<file path="config.mk">
export PLATFORM = sky130hd
export DESIGN_NAME = dcp_cmd_port
export DESIGN_NICKNAME = d
export VERILOG_FILES = /design/src/dcp_pkg.sv /design/src/dcp_bank_if.sv /design/src/dcp_bank_track.sv /design/src/dcp_cmd_port.sv
export SDC_FILE = /design/constraint.sdc
export NUM_CORES = 1
export LEC_CHECK = 0
export ABC_AREA = 1
export BUFFER_PORTS_ARGS = -buffer_cell sky130_fd_sc_hd__buf_2
export CAP_MARGIN = 20
export CORE_MARGIN = 2
export CORE_UTILIZATION = 50
export CTS_BUF_LIST = sky130_fd_sc_hd__clkbuf_4
export DETAILED_ROUTE_END_ITERATION = 6
export PLACE_DENSITY = 0.77
export SYNTH_ARGS = -nofsm -noshare
export SYNTH_HDL_FRONTEND = slang
export SYNTH_SLANG_ARGS = --single-unit
export TNS_END_PERCENT = 1
</file>
<file path="constraint.sdc">
create_clock -name clk_in -period 2.3 [get_ports clk_in]
set_input_delay 0.23 -clock clk_in [delete_from_list [all_inputs] [get_ports clk_in]]
set_output_delay 0.23 -clock clk_in [all_outputs]
set_load 0.02 [all_outputs]
</file>
<file path="src/dcp_pkg.sv">
// Shared constants and types for the command and clock enable port
package dcp_pkg;

    localparam int          ADDR_W      = 16;
    localparam int          BANK_W      = 3;
    localparam int          NUM_BANKS   = 8;
    localparam int          LAT_W       = 4;
    localparam int          RLAT_W      = 5;
    localparam int          PIN_W       = 27;

    // Address bit positions
    localparam int          A_AUTO_PRE  = 10;
    localparam int          A_CHOP      = 12;

    // Latency limits in clocks
    localparam logic [3:0]  CL_MIN      = 4'h5;
    localparam logic [3:0]  CL_MAX      = 4'hB;
    localparam logic [3:0]  CWL_MIN     = 4'h5;
    localparam logic [3:0]  CWL_MAX     = 4'h9;

    // Additive latency selector codes
    localparam logic [1:0]  AL_ZERO     = 2'h0;
    localparam logic [1:0]  AL_CL_M1    = 2'h1;
    localparam logic [1:0]  AL_CL_M2    = 2'h2;

    // Burst lengths in beats
    localparam logic [3:0]  BURST_4     = 4'h4;
    localparam logic [3:0]  BURST_8     = 4'h8;

    // Mode register targets on the bank address
    localparam logic [2:0]  MR_BURST_CL = 3'h0;
    localparam logic [2:0]  MR_ADDLAT   = 3'h1;
    localparam logic [2:0]  MR_WRLAT    = 3'h2;

    // Reset values of the mode settings
    localparam logic [3:0]  CL_RST      = 4'h5;
    localparam logic [3:0]  CWL_RST     = 4'h5;
    localparam logic [1:0]  AL_RST      = 2'h0;
    localparam logic        BL8_RST     = 1'b1;
    localparam logic        IL_RST      = 1'b0;

    // Command code: {chip select, row strobe, column strobe, write enable}, all low true
    typedef enum logic [3:0] {
        CMD_MRS = 4'h0,
        CMD_REF = 4'h1,
        CMD_PRE = 4'h2,
        CMD_ACT = 4'h3,
        CMD_WR  = 4'h4,
        CMD_RD  = 4'h5,
        CMD_ZQC = 4'h6,
        CMD_NOP = 4'h7
    } dcp_cmd_t;

    // Power state, one-hot
    typedef enum logic [3:0] {
        ST_ACTIVE = 4'h1,
        ST_PPD    = 4'h2,
        ST_APD    = 4'h4,
        ST_SREF   = 4'h8
    } dcp_state_t;

endpackage

</file>
<file path="src/dcp_bank_if.sv">
// Carrier between the command decoder and the bank tracker
`timescale 1ns/1ps
interface dcp_bank_if;
    logic                        cmd_stb;
    dcp_pkg::dcp_cmd_t           cmd;
    logic [dcp_pkg::BANK_W-1:0]  bank;
    logic                        all_banks;
    logic [dcp_pkg::NUM_BANKS-1:0] open_rows;
    logic                        all_idle;

    modport ctl (output cmd_stb, cmd, bank, all_banks, input open_rows, all_idle);
    modport trk (input cmd_stb, cmd, bank, all_banks, output open_rows, all_idle);
endinterface

</file>
<file path="src/dcp_bank_track.sv">
// Open-row tracker for the eight internal banks
`timescale 1ns/1ps
module dcp_bank_track (
    // Clock and reset
    input  wire logic clk_in,
    input  wire logic rst_in,
    // Decoded commands
    dcp_bank_if.trk   bank_if
);

    logic [dcp_pkg::NUM_BANKS-1:0] open_reg;
    logic [dcp_pkg::NUM_BANKS-1:0] open_next;
    logic [dcp_pkg::NUM_BANKS-1:0] sel;

    assign sel = dcp_pkg::NUM_BANKS'(1) << bank_if.bank;

    always_comb
    begin
        open_next = open_reg;
        if (bank_if.cmd_stb)
        begin
            unique case (bank_if.cmd)
                dcp_pkg::CMD_ACT: open_next = open_reg | sel;
                dcp_pkg::CMD_PRE:
                begin
                    if (bank_if.all_banks)
                        open_next = '0;
                    else
                        open_next = open_reg & ~sel;
                end
                default: open_next = open_reg;
            endcase
        end
    end

    always_ff @(posedge clk_in)
    begin
        if (rst_in)
            open_reg <= '0;
        else
            open_reg <= open_next;
    end

    assign bank_if.open_rows = open_reg;
    assign bank_if.all_idle  = ~|open_reg;

endmodule

</file>
<file path="src/dcp_cmd_port.sv">
// Command, clock enable and power state front end
`timescale 1ns/1ps
// Overview of operation
// - Sample inputs on clock rise, complement fall
// - Clock enable high runs clocks, buffers, drivers
// - Low enable: precharge/self-refresh or active power-down
// - Power-down entry/exit, refresh entry on crossings
// - Self-refresh exit taken from enable level alone
// - Power-down keeps clock, termination, enable buffers
// - Self-refresh keeps only enable buffer
// - Chip select high masks every command
// - Four command inputs form one code
// - Read latency programmable from 5 to 11
// - Write latency programmable from 5 to 9
// - Additive latency zero, CL-1 or CL-2
// - Burst length 4 or 8, two orders
// - Eight banks chosen by bank address
// - One column access supplies whole burst
// - Bank address picks bank or mode register
// - Address bit 12 low chops the burst
module dcp_cmd_port (
    // Clock and reset
    input  wire logic                        clk_in,
    input  wire logic                        rst_in,
    // Memory command pins
    input  wire logic                        ck_p_in,
    input  wire logic                        ck_n_in,
    input  wire logic                        cke_in,
    input  wire logic                        cs_n_in,
    input  wire logic                        ras_n_in,
    input  wire logic                        cas_n_in,
    input  wire logic                        we_n_in,
    input  wire logic                        odt_in,
    input  wire logic [dcp_pkg::BANK_W-1:0]  ba_in,
    input  wire logic [dcp_pkg::ADDR_W-1:0]  addr_in,
    // Mode settings offered to a mode register set
    input  wire logic [dcp_pkg::LAT_W-1:0]   cl_in,
    input  wire logic [dcp_pkg::LAT_W-1:0]   cwl_in,
    input  wire logic [1:0]                  al_sel_in,
    input  wire logic                        bl8_in,
    input  wire logic                        burst_il_in,
    // Power and buffer controls
    output logic                             clk_run_out,
    output logic                             out_drv_en_out,
    output logic                             ck_buf_en_out,
    output logic                             cmd_buf_en_out,
    output logic                             odt_buf_en_out,
    output logic                             cke_buf_en_out,
    output logic [3:0]                       pwr_state_out,
    output logic                             odt_out,
    // Decoded commands
    output logic                             cmd_valid_out,
    output logic [3:0]                       cmd_out,
    output logic [dcp_pkg::BANK_W-1:0]       bank_out,
    output logic [dcp_pkg::ADDR_W-1:0]       addr_out,
    output logic                             col_access_out,
    output logic                             chop_out,
    output logic [3:0]                       burst_len_out,
    output logic [dcp_pkg::NUM_BANKS-1:0]    bank_open_out,
    // Active mode settings
    output logic [dcp_pkg::RLAT_W-1:0]       rd_lat_out,
    output logic [dcp_pkg::RLAT_W-1:0]       wr_lat_out,
    output logic                             burst_il_out,
    output logic                             cfg_err_out
);

    dcp_bank_if bank_if ();

    // Pin synchroniser
    logic [dcp_pkg::PIN_W-1:0] pin_raw;
    logic [dcp_pkg::PIN_W-1:0] pin_meta_reg;
    logic [dcp_pkg::PIN_W-1:0] pin_reg;

    assign pin_raw = {ck_p_in, ck_n_in, cke_in, cs_n_in, ras_n_in, cas_n_in,
                      we_n_in, odt_in, ba_in, addr_in};

    always_ff @(posedge clk_in)
    begin
        if (rst_in)
        begin
            pin_meta_reg <= '0;
            pin_reg      <= '0;
        end
        else
        begin
            pin_meta_reg <= pin_raw;
            pin_reg      <= pin_meta_reg;
        end
    end

    logic                       ck_p;
    logic                       ck_n;
    logic                       cke;
    logic [3:0]                 code;
    logic                       odt;
    logic [dcp_pkg::BANK_W-1:0] ba;
    logic [dcp_pkg::ADDR_W-1:0] addr;

    assign {ck_p, ck_n, cke, code, odt, ba, addr} = pin_reg;

    // Clock crossing detect
    logic ck_p_prev_reg;
    logic xing;

    always_ff @(posedge clk_in)
    begin
        if (rst_in)
            ck_p_prev_reg <= 1'b0;
        else
            ck_p_prev_reg <= ck_p;
    end

    dcp_pkg::dcp_state_t state_reg;
    dcp_pkg::dcp_state_t state_next;
    logic                st_active;
    logic                st_sref;

    assign st_active = (state_reg == dcp_pkg::ST_ACTIVE);
    assign st_sref   = (state_reg == dcp_pkg::ST_SREF);

    assign xing = ck_p & ~ck_p_prev_reg & ~ck_n & ~st_sref;

    // Command acceptance
    logic cmd_hit;
    logic is_col;

    assign cmd_hit = xing & st_active & cke & ~code[3];
    assign is_col  = (code == dcp_pkg::CMD_RD) || (code == dcp_pkg::CMD_WR);

    assign bank_if.cmd_stb   = cmd_hit;
    assign bank_if.cmd       = dcp_pkg::dcp_cmd_t'(code);
    assign bank_if.bank      = ba;
    assign bank_if.all_banks = addr[dcp_pkg::A_AUTO_PRE];

    dcp_bank_track u_bank_track (
        .clk_in  (clk_in),
        .rst_in  (rst_in),
        .bank_if (bank_if)
    );

    // Power state machine
    always_comb
    begin
        state_next = state_reg;
        unique case (state_reg)
            dcp_pkg::ST_ACTIVE:
            begin
                if (xing && !cke)
                begin
                    if (code == dcp_pkg::CMD_REF)
                        state_next = dcp_pkg::ST_SREF;
                    else if (bank_if.all_idle)
                        state_next = dcp_pkg::ST_PPD;
                    else
                        state_next = dcp_pkg::ST_APD;
                end
            end
            dcp_pkg::ST_PPD, dcp_pkg::ST_APD:
            begin
                if (xing && cke)
                    state_next = dcp_pkg::ST_ACTIVE;
            end
            dcp_pkg::ST_SREF:
            begin
                if (cke)
                    state_next = dcp_pkg::ST_ACTIVE;
            end
            default: state_next = dcp_pkg::ST_ACTIVE;
        endcase
    end

    always_ff @(posedge clk_in)
    begin
        if (rst_in)
            state_reg <= dcp_pkg::ST_ACTIVE;
        else
            state_reg <= state_next;
    end

    // Clock and buffer gating
    always_ff @(posedge clk_in)
    begin
        if (rst_in)
        begin
            clk_run_out    <= 1'b1;
            out_drv_en_out <= 1'b1;
            cmd_buf_en_out <= 1'b1;
            ck_buf_en_out  <= 1'b1;
            odt_buf_en_out <= 1'b1;
        end
        else
        begin
            clk_run_out    <= (state_next == dcp_pkg::ST_ACTIVE);
            out_drv_en_out <= (state_next == dcp_pkg::ST_ACTIVE);
            cmd_buf_en_out <= (state_next == dcp_pkg::ST_ACTIVE);
            ck_buf_en_out  <= (state_next != dcp_pkg::ST_SREF);
            odt_buf_en_out <= (state_next != dcp_pkg::ST_SREF);
        end
    end

    assign cke_buf_en_out = 1'b1;
    assign pwr_state_out  = state_reg;

    // Termination input, frozen while its buffer is off
    always_ff @(posedge clk_in)
    begin
        if (rst_in)
            odt_out <= 1'b0;
        else if (xing && !st_sref)
            odt_out <= odt;
    end

    // Mode settings
    logic [dcp_pkg::LAT_W-1:0] cl_reg;
    logic [dcp_pkg::LAT_W-1:0] cwl_reg;
    logic [1:0]                al_reg;
    logic                      bl8_reg;
    logic                      il_reg;
    logic                      mrs_hit;
    logic                      cl_ok;
    logic                      cwl_ok;
    logic                      al_ok;

    assign mrs_hit = cmd_hit && (code == dcp_pkg::CMD_MRS);
    assign cl_ok   = (cl_in >= dcp_pkg::CL_MIN) && (cl_in <= dcp_pkg::CL_MAX);
    assign cwl_ok  = (cwl_in >= dcp_pkg::CWL_MIN) && (cwl_in <= dcp_pkg::CWL_MAX);
    assign al_ok   = (al_sel_in != 2'h3);

    always_ff @(posedge clk_in)
    begin
        if (rst_in)
        begin
            cl_reg      <= dcp_pkg::CL_RST;
            bl8_reg     <= dcp_pkg::BL8_RST;
            il_reg      <= dcp_pkg::IL_RST;
            al_reg      <= dcp_pkg::AL_RST;
            cwl_reg     <= dcp_pkg::CWL_RST;
            cfg_err_out <= 1'b0;
        end
        else if (mrs_hit)
        begin
            cfg_err_out <= 1'b0;
            unique case (ba)
                dcp_pkg::MR_BURST_CL:
                begin
                    bl8_reg <= bl8_in;
                    il_reg  <= burst_il_in;
                    if (cl_ok)
                        cl_reg <= cl_in;
                    else
                        cfg_err_out <= 1'b1;
                end
                dcp_pkg::MR_ADDLAT:
                begin
                    if (al_ok)
                        al_reg <= al_sel_in;
                    else
                        cfg_err_out <= 1'b1;
                end
                dcp_pkg::MR_WRLAT:
                begin
                    if (cwl_ok)
                        cwl_reg <= cwl_in;
                    else
                        cfg_err_out <= 1'b1;
                end
                default: cfg_err_out <= 1'b0;
            endcase
        end
    end

    // Effective latencies
    logic [dcp_pkg::RLAT_W-1:0] al_cyc;

    always_comb
    begin
        unique case (al_reg)
            dcp_pkg::AL_CL_M1: al_cyc = dcp_pkg::RLAT_W'(cl_reg - 4'h1);
            dcp_pkg::AL_CL_M2: al_cyc = dcp_pkg::RLAT_W'(cl_reg - 4'h2);
            default:           al_cyc = '0;
        endcase
    end

    always_ff @(posedge clk_in)
    begin
        if (rst_in)
        begin
            rd_lat_out <= dcp_pkg::RLAT_W'(dcp_pkg::CL_RST);
            wr_lat_out <= dcp_pkg::RLAT_W'(dcp_pkg::CWL_RST);
        end
        else
        begin
            rd_lat_out <= al_cyc + dcp_pkg::RLAT_W'(cl_reg);
            wr_lat_out <= al_cyc + dcp_pkg::RLAT_W'(cwl_reg);
        end
    end

    assign burst_il_out = il_reg;

    // Decoded command outputs
    always_ff @(posedge clk_in)
    begin
        if (rst_in)
        begin
            cmd_valid_out  <= 1'b0;
            col_access_out <= 1'b0;
            cmd_out        <= dcp_pkg::CMD_NOP;
            bank_out       <= '0;
            addr_out       <= '0;
            chop_out       <= 1'b0;
            burst_len_out  <= dcp_pkg::BURST_8;
        end
        else
        begin
            cmd_valid_out  <= cmd_hit;
            col_access_out <= cmd_hit && is_col;
            if (cmd_hit)
            begin
                cmd_out  <= code;
                bank_out <= ba;
                addr_out <= addr;
            end
            if (cmd_hit && is_col)
            begin
                chop_out <= bl8_reg && !addr[dcp_pkg::A_CHOP];
                if (bl8_reg && addr[dcp_pkg::A_CHOP])
                    burst_len_out <= dcp_pkg::BURST_8;
                else
                    burst_len_out <= dcp_pkg::BURST_4;
            end
        end
    end

    assign bank_open_out = bank_if.open_rows;

endmodule

</file>
==> impl_metrics.env, run 1 <==
export IMPL_start_kind="register"
export IMPL_syn_area_um2=4770
export IMPL_synth_cells=599
export IMPL_worstSkewPairLatency_ps=500
export IMPL_clkPwrFrac=0.422
export IMPL_place_congestion=0.850
export IMPL_setup_viol=0
export IMPL_worstPathArrival_ps=2710
export IMPL_async_flop_share=0
export IMPL_slowest_stage="dfxtp_2"
export IMPL_synth_top_area_share=0.508
export IMPL_hold_violations=0
export IMPL_numCtsBuffers=17
export IMPL_grt_pass1_wl_mm=17.4
export IMPL_ys_ff_latch=121
export IMPL_cts_root_buffer="clkbuf_4"
export IMPL_reg2reg_slack_ps=10
export IMPL_fp_dieArea_um2=10300
export IMPL_rsz0062_at_grt="true"
export IMPL_power_total_uw=4230
export IMPL_fp_dieW_um=102
export IMPL_reg2regPathDepth=11
export IMPL_antenna_left=0
export IMPL_dpl_worst_slack_ps=-3.65
export IMPL_clk_path_buf_depth=2
export IMPL_pwr_share_comb=0.064
export IMPL_reg2reg_from="cl_reg[1]$_SDFFE_PP0P_"
export IMPL_coreArea_um2=9240
export IMPL_grt_overflow=0
export IMPL_hp_start="cl_in[2]"
export IMPL_via_per_inst=4.73
export IMPL_ys_warn_count=0
export IMPL_critPathMaxStageDelay_ps=360
export IMPL_cts_tree="yes"
export IMPL_worst_slack_ps=12.5
export IMPL_slew_headroom=0.549
export IMPL_fin_crit_sh=0.995
export IMPL_p_sw_uw=991
export IMPL_pin_count=102
export IMPL_ir_worst_vdd_v=0.000485
export IMPL_path_class="reg -> reg"
export IMPL_grt_usage=0.215
export IMPL_clock_sinks=121
export IMPL_syn_to_final_growth_pct=27.9
export IMPL_crit_family="compound AO/OA/AOI/OAI gates"
export IMPL_sequentialPowerShare=0.514
export IMPL_period_needed_ps=2290
export IMPL_io_buffers=98
export IMPL_crit_chain="inv_1, buf_4, ha_1, a21oi_2, o21ai_1, a21oi_2, ha_1, a21oi_1, o21a_1, o21ai_0, a21oi_1"
export IMPL_synth_top_cells_by_count="121 x dfxtp_1, 117 x nor2_1, 111 x inv_1, 54 x nand2_1, 48 x o21ai_0"
export IMPL_diodes=0
export IMPL_drt_iter0_drc=142
export IMPL_synth_most_common_cell="dfxtp_1"
export IMPL_holdCritPathClass="in -> reg"
export IMPL_powerDensity_nw_per_um2=694
export IMPL_drive_gt1_frac=0.239
export IMPL_synth_top_area_cell="dfxtp_1"
export IMPL_grt_pass1_vias=4011
export IMPL_avgSynthCellArea_um2=7.96
export IMPL_grt_max_degree=67
export IMPL_start_util=0.516
export IMPL_final_setup_skew_ps=13.8
export IMPL_drc=12
export IMPL_leakagePower_uw=0.00291
export IMPL_crit_buf_inv=2
export IMPL_fp_row_count=35
export IMPL_hold_ws_ps=62.7
export IMPL_htree_levels=4
export IMPL_timing_fmax_mhz=437
export IMPL_holdPathEnd="cl_reg[3]$_SDFFE_PP0P_"
export IMPL_fillerInstances=760
export IMPL_endpoint_kind="register"
export IMPL_maxCapViolations=0
export IMPL_dp_hpwl_mm=7.29
export IMPL_rr_endpoint="rd_lat_out[4]$_SDFF_PP0_"
export IMPL_violations="design-rule violations"
export IMPL_routedWlPerCell_um=12.2
export IMPL_die_h_um=102
export IMPL_worst_pin_slew_ps=677
export IMPL_clkTransAtPathRegs_ps=100
export IMPL_synth_top_flop_cell="dfxtp_1"
export IMPL_synth_cell_type_count=41
export IMPL_routed_wirelength_mm=10.7
export IMPL_holdPathStages=4
export IMPL_synth_area_leaders="dfxtp_1 51%, nor2_1 9.2%, inv_1 8.7%"
export IMPL_dr_total_vias=4151
export IMPL_p_int_uw=3240
export IMPL_first_pass_iters=7
export IMPL_num_nets_final=790
export IMPL_final_max_slew_viol_count=0
export IMPL_cp_required_ps=2720
export IMPL_status="finished, violations left"
export IMPL_tns_ps=0
export IMPL_antenna_found_initial=0
export IMPL_crit_fanout=4
export IMPL_synth_edf_count=0
export IMPL_seq_area_frac_synth=0.508
export IMPL_switching_share=0.234
## cell usage in the layout, fill, tap and decap left out, types with 3 or more instances in the layout
cell type      instances
dfxtp_1              118
nor2_1               116
inv_1                111
buf_2                 98
nand2_1               54
o21ai_0               45
dlygate4sd3_1         34
a21oi_1               25
nand3_1               19
clkbuf_4              17
nor3_1                11
ha_1                  11
nand4_1                7
buf_4                  7
inv_2                  5
bufinv_16              5
o21ai_1                4
nor2_2                 4
or2_2                  3
a21oi_2                3
nand3_2                3
nor2_4                 3
a211oi_2               3
conb_1                 3
dfxtp_2                3
clkinvlp_4             3
inv_6                  3
## stage by stage
stage                     cells  instance area [um2]   util
after floorplan             600                 4770      -
after global placement      810                 5340  0.578
after detailed placement    810                 5340  0.578
after CTS                   876                 6040  0.654
after global routing        877                 6090  0.660
final                       877                 6090  0.660
## layer usage
metal	share of wire	routed length [um]	global-route usage	up-vias
li1	-	-	-	2125
met2	0.50	5320	0.378	140
met3	0.060	644	0.0676	35
met5	0	0	0	-
met4	0.029	306	0.0977	0
met1	0.41	4440	0.237	1851
## logic make-up (layout without fill, tap and decap cells)
| group | count (synthesis) | count (layout) | synth area share |
|---|---|---|---|
| compound gates | 92 | 92 | 0.107 |
| xor+xnor | 1 | 1 | 0.00184 |
| fa+ha+maj | 14 | 14 | 0.0399 |
| buf+inv | 139 | 287 | 0.118 |
| flops | 121 | 121 | 0.508 |
| other cells | 2 | 3 | 0.00158 |
| simple gates | 230 | 230 | 0.223 |
## worst max path at each step
| stage | slack, ps | startpoint | cells after the start | endpoint |
|---|---|---|---|---|
| 5_1_grt | -70 | cl_reg[0]$_SDFFE_PP1P_ | 11 | rd_lat_out[3]$_SDFF_PP0_ |
| 4_1_cts | 0.9 | cl_reg[0]$_SDFFE_PP1P_ | 9 | rd_lat_out[4]$_SDFF_PP0_ |
| 3_5_place_dp | -4 | cl_reg[1]$_SDFFE_PP0P_ | 12 | wr_lat_out[4]$_SDFF_PP0_ |
| 6_report | 10 | cl_reg[1]$_SDFFE_PP0P_ | 11 | rd_lat_out[4]$_SDFF_PP0_ |
| 2_1_floorplan | 120 | cl_reg[1]$_SDFFE_PP0P_ | 9 | rd_lat_out[4]$_SDFF_PP0_ |
| 3_3_place_gp | 100 | cl_reg[0]$_SDFFE_PP1P_ | 9 | rd_lat_out[4]$_SDFF_PP0_ |
## cell type report
cell class                      count  area [um2]  share of cell area
Timing Repair Buffer              139         883               0.145
Clock buffer                       17         128              0.0209
Tap cell                          129         161              0.0265
Sequential cell                   121        2430               0.398
Inverter                          116         435              0.0714
Clock inverter                     15         221              0.0363
Multi-Input combinational cell    340        1840               0.302
## power by group through the flow
stage	clock, uW	sequential, uW	combinational [uW]
finish	1790	2170	271
global route	1910	2180	303
CTS	1820	2170	269
detailed placement	0	2220	224
global placement	0	2220	218
floorplan	0	2230	143
## worst min-delay path, cell delays in order
cell and delay, ps:
buf_2 90, nor2_1 50, nand3_1 80, a21oi_1 60
## timing repair
item | CTS | global route
endpoints found under the hold margin | 34 | 0
hold buffers | 34 | 0
buffers inserted | 0 | 1
setup endpoints to repair | 2 | 4
pin swaps | 1 | 2
resized for setup | 2 | 16
(Power assumes the default switching activity.)
==> run 2, diff against run 1 <==
--- a/config.mk
+++ b/config.mk
@@ -13,6 +13,7 @@
 export CTS_BUF_LIST = sky130_fd_sc_hd__clkbuf_4
 export DETAILED_ROUTE_END_ITERATION = 6
 export PLACE_DENSITY = 0.77
+export SKIP_LAST_GASP = 1
 export SYNTH_ARGS = -nofsm -noshare
 export SYNTH_HDL_FRONTEND = slang
 export SYNTH_SLANG_ARGS = --single-unit
==> constraint.sdc (replaced) <==
create_clock -name clk_in -period 2.1 [get_ports clk_in]
set_input_delay 0.21 -clock clk_in [delete_from_list [all_inputs] [get_ports clk_in]]
set_output_delay 0.21 -clock clk_in [all_outputs]
set_load 0.02 [all_outputs]
==> run 2 against run 1 <==
  * Fmax rose by 9.2%
  * Largest power group unchanged
  * Setup slack worse by 6.5 ps
  * Die area did not move
  * Cell count grew 0.91%
  * Critical endpoint is now rd_lat_out[3]$_SDFF_PP0_
  * Critical path depth stayed put
  * Largest cell class unchanged
  * Global-route usage is 0.076 points lower
  * Routed wire length rose by 3.0%
  * Final area up 2.2%
  * The flow now finishes without violations
  * Sequential share of layout area shrank 0.83 points
  * Total power rose by 5.7%
==> impl_metrics.env, run 2 (synthesis results as in run 1) <==
export IMPL_fp_dieArea_um2=10300
export IMPL_reg2reg_from="cl_reg[1]$_SDFFE_PP0P_"
export IMPL_holdPathEnd="cl_reg[3]$_SDFFE_PP0P_"
export IMPL_num_nets_final=798
export IMPL_dpl_worst_slack_ps=-82.9
export IMPL_powerDensity_nw_per_um2=718
export IMPL_rsz0062_at_grt="true"
export IMPL_cts_tree="yes"
export IMPL_die_h_um=102
export IMPL_path_class="reg -> reg"
export IMPL_hp_start="cl_in[2]"
export IMPL_drive_gt1_frac=0.267
export IMPL_fp_row_count=35
export IMPL_start_util=0.516
export IMPL_crit_buf_inv=3
export IMPL_holdPathStages=4
export IMPL_clk_path_buf_depth=2
export IMPL_slowest_stage="dfxtp_2"
export IMPL_crit_fanout=2
export IMPL_tns_ps=0
export IMPL_final_common_cell="dfxtp_1"
export IMPL_start_kind="register"
export IMPL_placed_area_um2=5380
export IMPL_design_area_um2=6230
export IMPL_dp_hpwl_mm=7.23
export IMPL_status="completed"
export IMPL_drt_iter0_drc=225
export IMPL_clock_sinks=121
export IMPL_hold_violations=0
export IMPL_reg2regPathDepth=11
export IMPL_grt_pass1_wl_mm=17.3
export IMPL_crit_chain="inv_2, ha_4, or2_4, a21oi_4, buf_6, ha_1, nand2_1, nor2_1, a211oi_2, buf_4, a21oi_1"
export IMPL_cp_required_ps=2490
export IMPL_leakagePower_uw=0.00293
export IMPL_place_congestion=0.899
export IMPL_grt_overflow=0
export IMPL_clkTransAtPathRegs_ps=120
export IMPL_timing_fmax_mhz=478
export IMPL_critPathMaxStageDelay_ps=350
export IMPL_antenna_found_initial=0
export IMPL_rr_endpoint="rd_lat_out[3]$_SDFF_PP0_"
export IMPL_slew_headroom=0.542
export IMPL_coreArea_um2=9240
export IMPL_first_pass_iters=6
export IMPL_fin_util=0.674
export IMPL_fin_crit_sh=0.997
export IMPL_holdCritPathClass="in -> reg"
export IMPL_worstPathArrival_ps=2480
export IMPL_crit_family="compound AO/OA/AOI/OAI gates"
export IMPL_htree_levels=4
export IMPL_final_max_slew_viol_count=0
export IMPL_dr_total_vias=4192
export IMPL_reg2reg_slack_ps=6
export IMPL_grt_usage=0.214
export IMPL_worstSkewPairLatency_ps=500
export IMPL_period_needed_ps=2090
export IMPL_grt_max_degree=67
export IMPL_routedWlPerCell_um=12.5
export IMPL_endpoint_kind="register"
export IMPL_antenna_left=0
export IMPL_grt_pass1_vias=3960
export IMPL_maxCapViolations=0
export IMPL_hold_ws_ps=39.3
export IMPL_setup_viol=0
export IMPL_numCtsBuffers=17
export IMPL_cts_root_buffer="clkbuf_4"
export IMPL_drc=0
export IMPL_via_per_inst=4.74
export IMPL_worst_pin_slew_ps=687
export IMPL_worst_slack_ps=6.01
export IMPL_ir_worst_vdd_v=0.000547
export IMPL_final_setup_skew_ps=26.8
export IMPL_routed_wirelength_mm=11.0
export IMPL_mostFrequentLayoutCells="117 x dfxtp_1, 115 x nor2_1, 107 x inv_1"
export IMPL_io_buffers=98
export IMPL_pin_count=102
export IMPL_syn_to_final_growth_pct=30.7
export IMPL_fp_dieW_um=102
export IMPL_diodes=0
[run 2: worst max-delay path by stage]
stage / slack (ps) / endpoint / startpoint / cells past startpoint
2_1_floorplan: -7 / wr_lat_out[4]$_SDFF_PP0_ / cl_reg[0]$_SDFFE_PP1P_ / 10
3_3_place_gp: 10 / wr_lat_out[4]$_SDFF_PP0_ / cl_reg[0]$_SDFFE_PP1P_ / 10
3_5_place_dp: -80 / wr_lat_out[4]$_SDFF_PP0_ / cl_reg[1]$_SDFFE_PP0P_ / 12
4_1_cts: 2 / rd_lat_out[4]$_SDFF_PP0_ / cl_reg[0]$_SDFFE_PP1P_ / 9
5_1_grt: -90 / wr_lat_out[3]$_SDFF_PP0_ / cl_reg[1]$_SDFFE_PP0P_ / 13
6_report: 6 / rd_lat_out[3]$_SDFF_PP0_ / cl_reg[1]$_SDFFE_PP0P_ / 11
[run 2: power by group]
group	switching [uW]	total (uW)	internal [uW]
clock	933	1790	853
sequential	28.4	2380	2350
combinational	175	304	129
[run 2: repair_timing]
| item | CTS | global route |
|---|---|---|
| setup endpoints to repair | 4 | 4 |
| endpoints found under the hold margin | 34 | 0 |
| pin swaps | 3 | 13 |
| gates resized for setup | 10 | 25 |
| hold buffers | 34 | 0 |
| buffers inserted | 0 | 4 |
[run 2: final cells by class]
type | instances | area, um2
flip-flops and latches | 121 | 2430
repair buffers | 147 | 955
clock buffers | 17 | 128
multi-input cells | 340 | 1930
clock inverters | 15 | 193
inverters | 116 | 435
fillers | 742 | 3010
well taps | 129 | 161
[run 2: worst min-delay path, stage by stage]
cell and delay (ps):
buf_2 90, nor2_1 50, nand3_1 80, a21oi_1 60
[run 2: stage by stage]
step	power, uW	cells
finish	4470	885
global route	4660	885
CTS	4500	881
detailed placement	2680	815
global placement	2670	815
floorplan	2590	600
[run 2: metal layers]
metal / track usage / vias up / routed length [um]
li1: - / 2142 / -
met1: 0.248 / 1891 / 4600
met2: 0.376 / 144 / 5640
met3: 0.0600 / 15 / 660
met4: 0.0821 / 0 / 130
met5: 0 / - / 0
==> run 3, diff against run 2 <==
--- a/config.mk
+++ b/config.mk
@@ -12,7 +12,7 @@
 export CORE_UTILIZATION = 50
 export CTS_BUF_LIST = sky130_fd_sc_hd__clkbuf_4
 export DETAILED_ROUTE_END_ITERATION = 6
-export PLACE_DENSITY = 0.77
+export PLACE_DENSITY = 0.86
 export SKIP_LAST_GASP = 1
 export SYNTH_ARGS = -nofsm -noshare
 export SYNTH_HDL_FRONTEND = slang
==> run 3 against run 2 <==
  * The flow now finishes with violations (negative setup slack)
  * Via count rose by 3.1%
  * Final area rose by 1.6%
  * Register-to-register slack got worse by 40 ps
  * Largest power group unchanged
  * Sequential power barely moved
  * Routed wire length rose by 5.7%
  * Die area did not move
  * Worst hold slack got worse by 4.9 ps
==> impl_metrics.env, run 3 (synthesis results as in run 1) <==
export IMPL_numCtsBuffers=17
export IMPL_critPathMaxStageDelay_ps=390
export IMPL_path_depth=12
export IMPL_start_util=0.516
export IMPL_via_per_inst=4.87
export IMPL_sequentialPowerShare=0.512
export IMPL_reg2reg_from="cl_reg[1]$_SDFFE_PP0P_"
export IMPL_status="finished, violations left"
export IMPL_drive_gt1_frac=0.280
export IMPL_worst_pin_slew_ps=677
export IMPL_start_kind="register"
export IMPL_hold_ws_ps=34.4
export IMPL_maxCapViolations=0
export IMPL_antenna_found_initial=0
export IMPL_ir_worst_vdd_v=0.000639
export IMPL_io_buffers=98
export IMPL_reg2reg_slack_ps=-30
export IMPL_pin_count=102
export IMPL_endpoint="rd_lat_out[3]$_SDFF_PP0_"
export IMPL_coreArea_um2=9240
export IMPL_dp_hpwl_mm=7.52
export IMPL_pwr_share_comb=0.065
export IMPL_p_int_uw=3550
export IMPL_holdCritPathClass="in -> reg"
export IMPL_reg2regPathDepth=12
export IMPL_rsz0062_at_grt="true"
export IMPL_drt_iter0_drc=222
export IMPL_powerDensity_nw_per_um2=735
export IMPL_antenna_left=0
export IMPL_place_congestion=0.890
export IMPL_slew_headroom=0.549
export IMPL_fillerInstances=689
export IMPL_num_nets_final=801
export IMPL_grt_max_degree=67
export IMPL_fin_crit_sh=1.01
export IMPL_layout_cells_non_filler=887
export IMPL_endpoint_kind="register"
export IMPL_leakagePower_uw=0.00297
export IMPL_dpl_worst_slack_ps=-99.6
export IMPL_routedWlPerCell_um=13.1
export IMPL_p_sw_uw=1100
export IMPL_setup_viol=2
export IMPL_clkTransAtPathRegs_ps=120
export IMPL_switching_share=0.236
export IMPL_crit_family="adder cells"
export IMPL_dr_total_vias=4320
export IMPL_worst_slack_ps=-30.4
export IMPL_path_class="reg -> reg"
export IMPL_worstSkewPairLatency_ps=510
export IMPL_grt_pass1_wl_mm=18.3
export IMPL_worstPathArrival_ps=2540
export IMPL_period_needed_ps=2130
export IMPL_routed_wirelength_mm=11.7
export IMPL_startpoint="cl_reg[1]$_SDFFE_PP0P_"
export IMPL_slowest_stage="ha_2"
export IMPL_diodes=0
export IMPL_fp_dieW_um=102
export IMPL_syn_to_final_growth_pct=32.7
export IMPL_drc=0
export IMPL_crit_buf_inv=3
export IMPL_hold_violations=0
export IMPL_final_common_cell="dfxtp_1"
export IMPL_cts_tree="yes"
export IMPL_die_h_um=102
export IMPL_crit_fanout=5
export IMPL_grt_pass1_vias=4080
export IMPL_timing_fmax_mhz=469
export IMPL_fp_dieArea_um2=10300
export IMPL_first_pass_iters=4
export IMPL_clk_path_buf_depth=2
export IMPL_grt_usage=0.227
export IMPL_violations="negative setup slack"
export IMPL_htree_levels=4
export IMPL_rr_endpoint="rd_lat_out[3]$_SDFF_PP0_"
export IMPL_fp_row_count=35
export IMPL_crit_chain="inv_4, buf_6, ha_4, o32ai_2, o21ai_1, inv_2, ha_2, nand2_1, nor2_1, a211oi_2, o21ai_0, a21oi_1"
export IMPL_clock_sinks=121
export IMPL_mostFrequentLayoutCells="117 x dfxtp_1, 116 x nor2_1, 104 x inv_1"
export IMPL_dp_cells=815
export IMPL_cp_required_ps=2510
export IMPL_final_max_slew_viol_count=0
export IMPL_cts_root_buffer="clkbuf_4"
export IMPL_final_setup_skew_ps=21.0
export IMPL_clkPwrFrac=0.423
export IMPL_grt_overflow=0
==> run 3: cell types whose count changed in the layout (fill, tap and decap cells not counted), sizes merged <==
cell	change
buf	+2
dlygate4sd3	+1
bufinv	+2
inv	-2
clkinvlp	-1
==> run 3: routing by layer <==
layer | global-route usage | routed length (um) | vias to the layer above
met5 | 0 | 0 | -
met4 | 0.0884 | 217 | 0
met3 | 0.0642 | 767 | 22
met2 | 0.399 | 6020 | 161
met1 | 0.260 | 4650 | 1987
li1 | - | - | 2150
==> run 3: final cells by class <==
| class | count | area (um2) | area share |
|---|---|---|---|
| flip-flops and latches | 121 | 2430 | 0.384 |
| multi-input cells | 340 | 1980 | 0.313 |
| repair buffers | 150 | 972 | 0.154 |
| inverters | 116 | 438 | 0.0692 |
| clock inverters | 14 | 223 | 0.0352 |
| well taps | 129 | 161 | 0.0255 |
| clock buffers | 17 | 128 | 0.0202 |
==> run 3: worst min-delay path by stage <==
stage,start,to,slack [ps],cells after the start
floorplan,rst_in,cmd_valid_out$_SDFF_PP0_,280,1
global placement,pin_meta_reg[9]$_SDFF_PP0_,pin_reg[9]$_SDFF_PP0_,390,2
detailed placement,pin_meta_reg[21]$_SDFF_PP0_,pin_reg[21]$_SDFF_PP0_,390,2
CTS,al_sel_in[0],al_reg[1]$_SDFFE_PP0P_,8,4
global route,al_sel_in[0],al_reg[1]$_SDFFE_PP0P_,5,4
finish,al_sel_in[0],al_reg[1]$_SDFFE_PP0P_,30,4
==> run 3: power by group through the flow <==
stage,sequential [uW],combinational [uW],clock [uW]
floorplan,2440,157,0
global placement,2430,240,0
detailed placement,2430,245,0
CTS,2380,297,1990
global route,2390,338,2110
finish,2380,304,1970
==> run 3: stage by stage <==
stage / utilization / setup TNS [ps] / total power (uW) / area (um2)
after floorplan: - / -6.94 / 2590 / 4780
after global placement: 0.583 / 0 / 2670 / 5380
after detailed placement: 0.583 / -188 / 2680 / 5380
after CTS: 0.660 / -85.7 / 4670 / 6100
after global routing: 0.685 / -267 / 4840 / 6330
final: 0.685 / -40.3 / 4650 / 6330
==> run 3: what timing repair did <==
action                                 in CTS  in global routing
gates resized for setup                     5                 42
pin swaps                                   3                 16
endpoints found under the hold margin      35                  0
hold buffers                               35                  0
setup endpoints to repair                   5                  6
cloned                                      0                  0
buffers inserted                            0                  6
==> run 3: worst reg2reg max path: stages (launching register included) <==
cell	delay (ps)
dfxtp_2	370
inv_4	50
buf_6	130
ha_4	260
o32ai_2	50
o21ai_1	210
inv_2	100
ha_2	390
nand2_1	60
nor2_1	130
a211oi_2	60
o21ai_0	160
a21oi_1	50
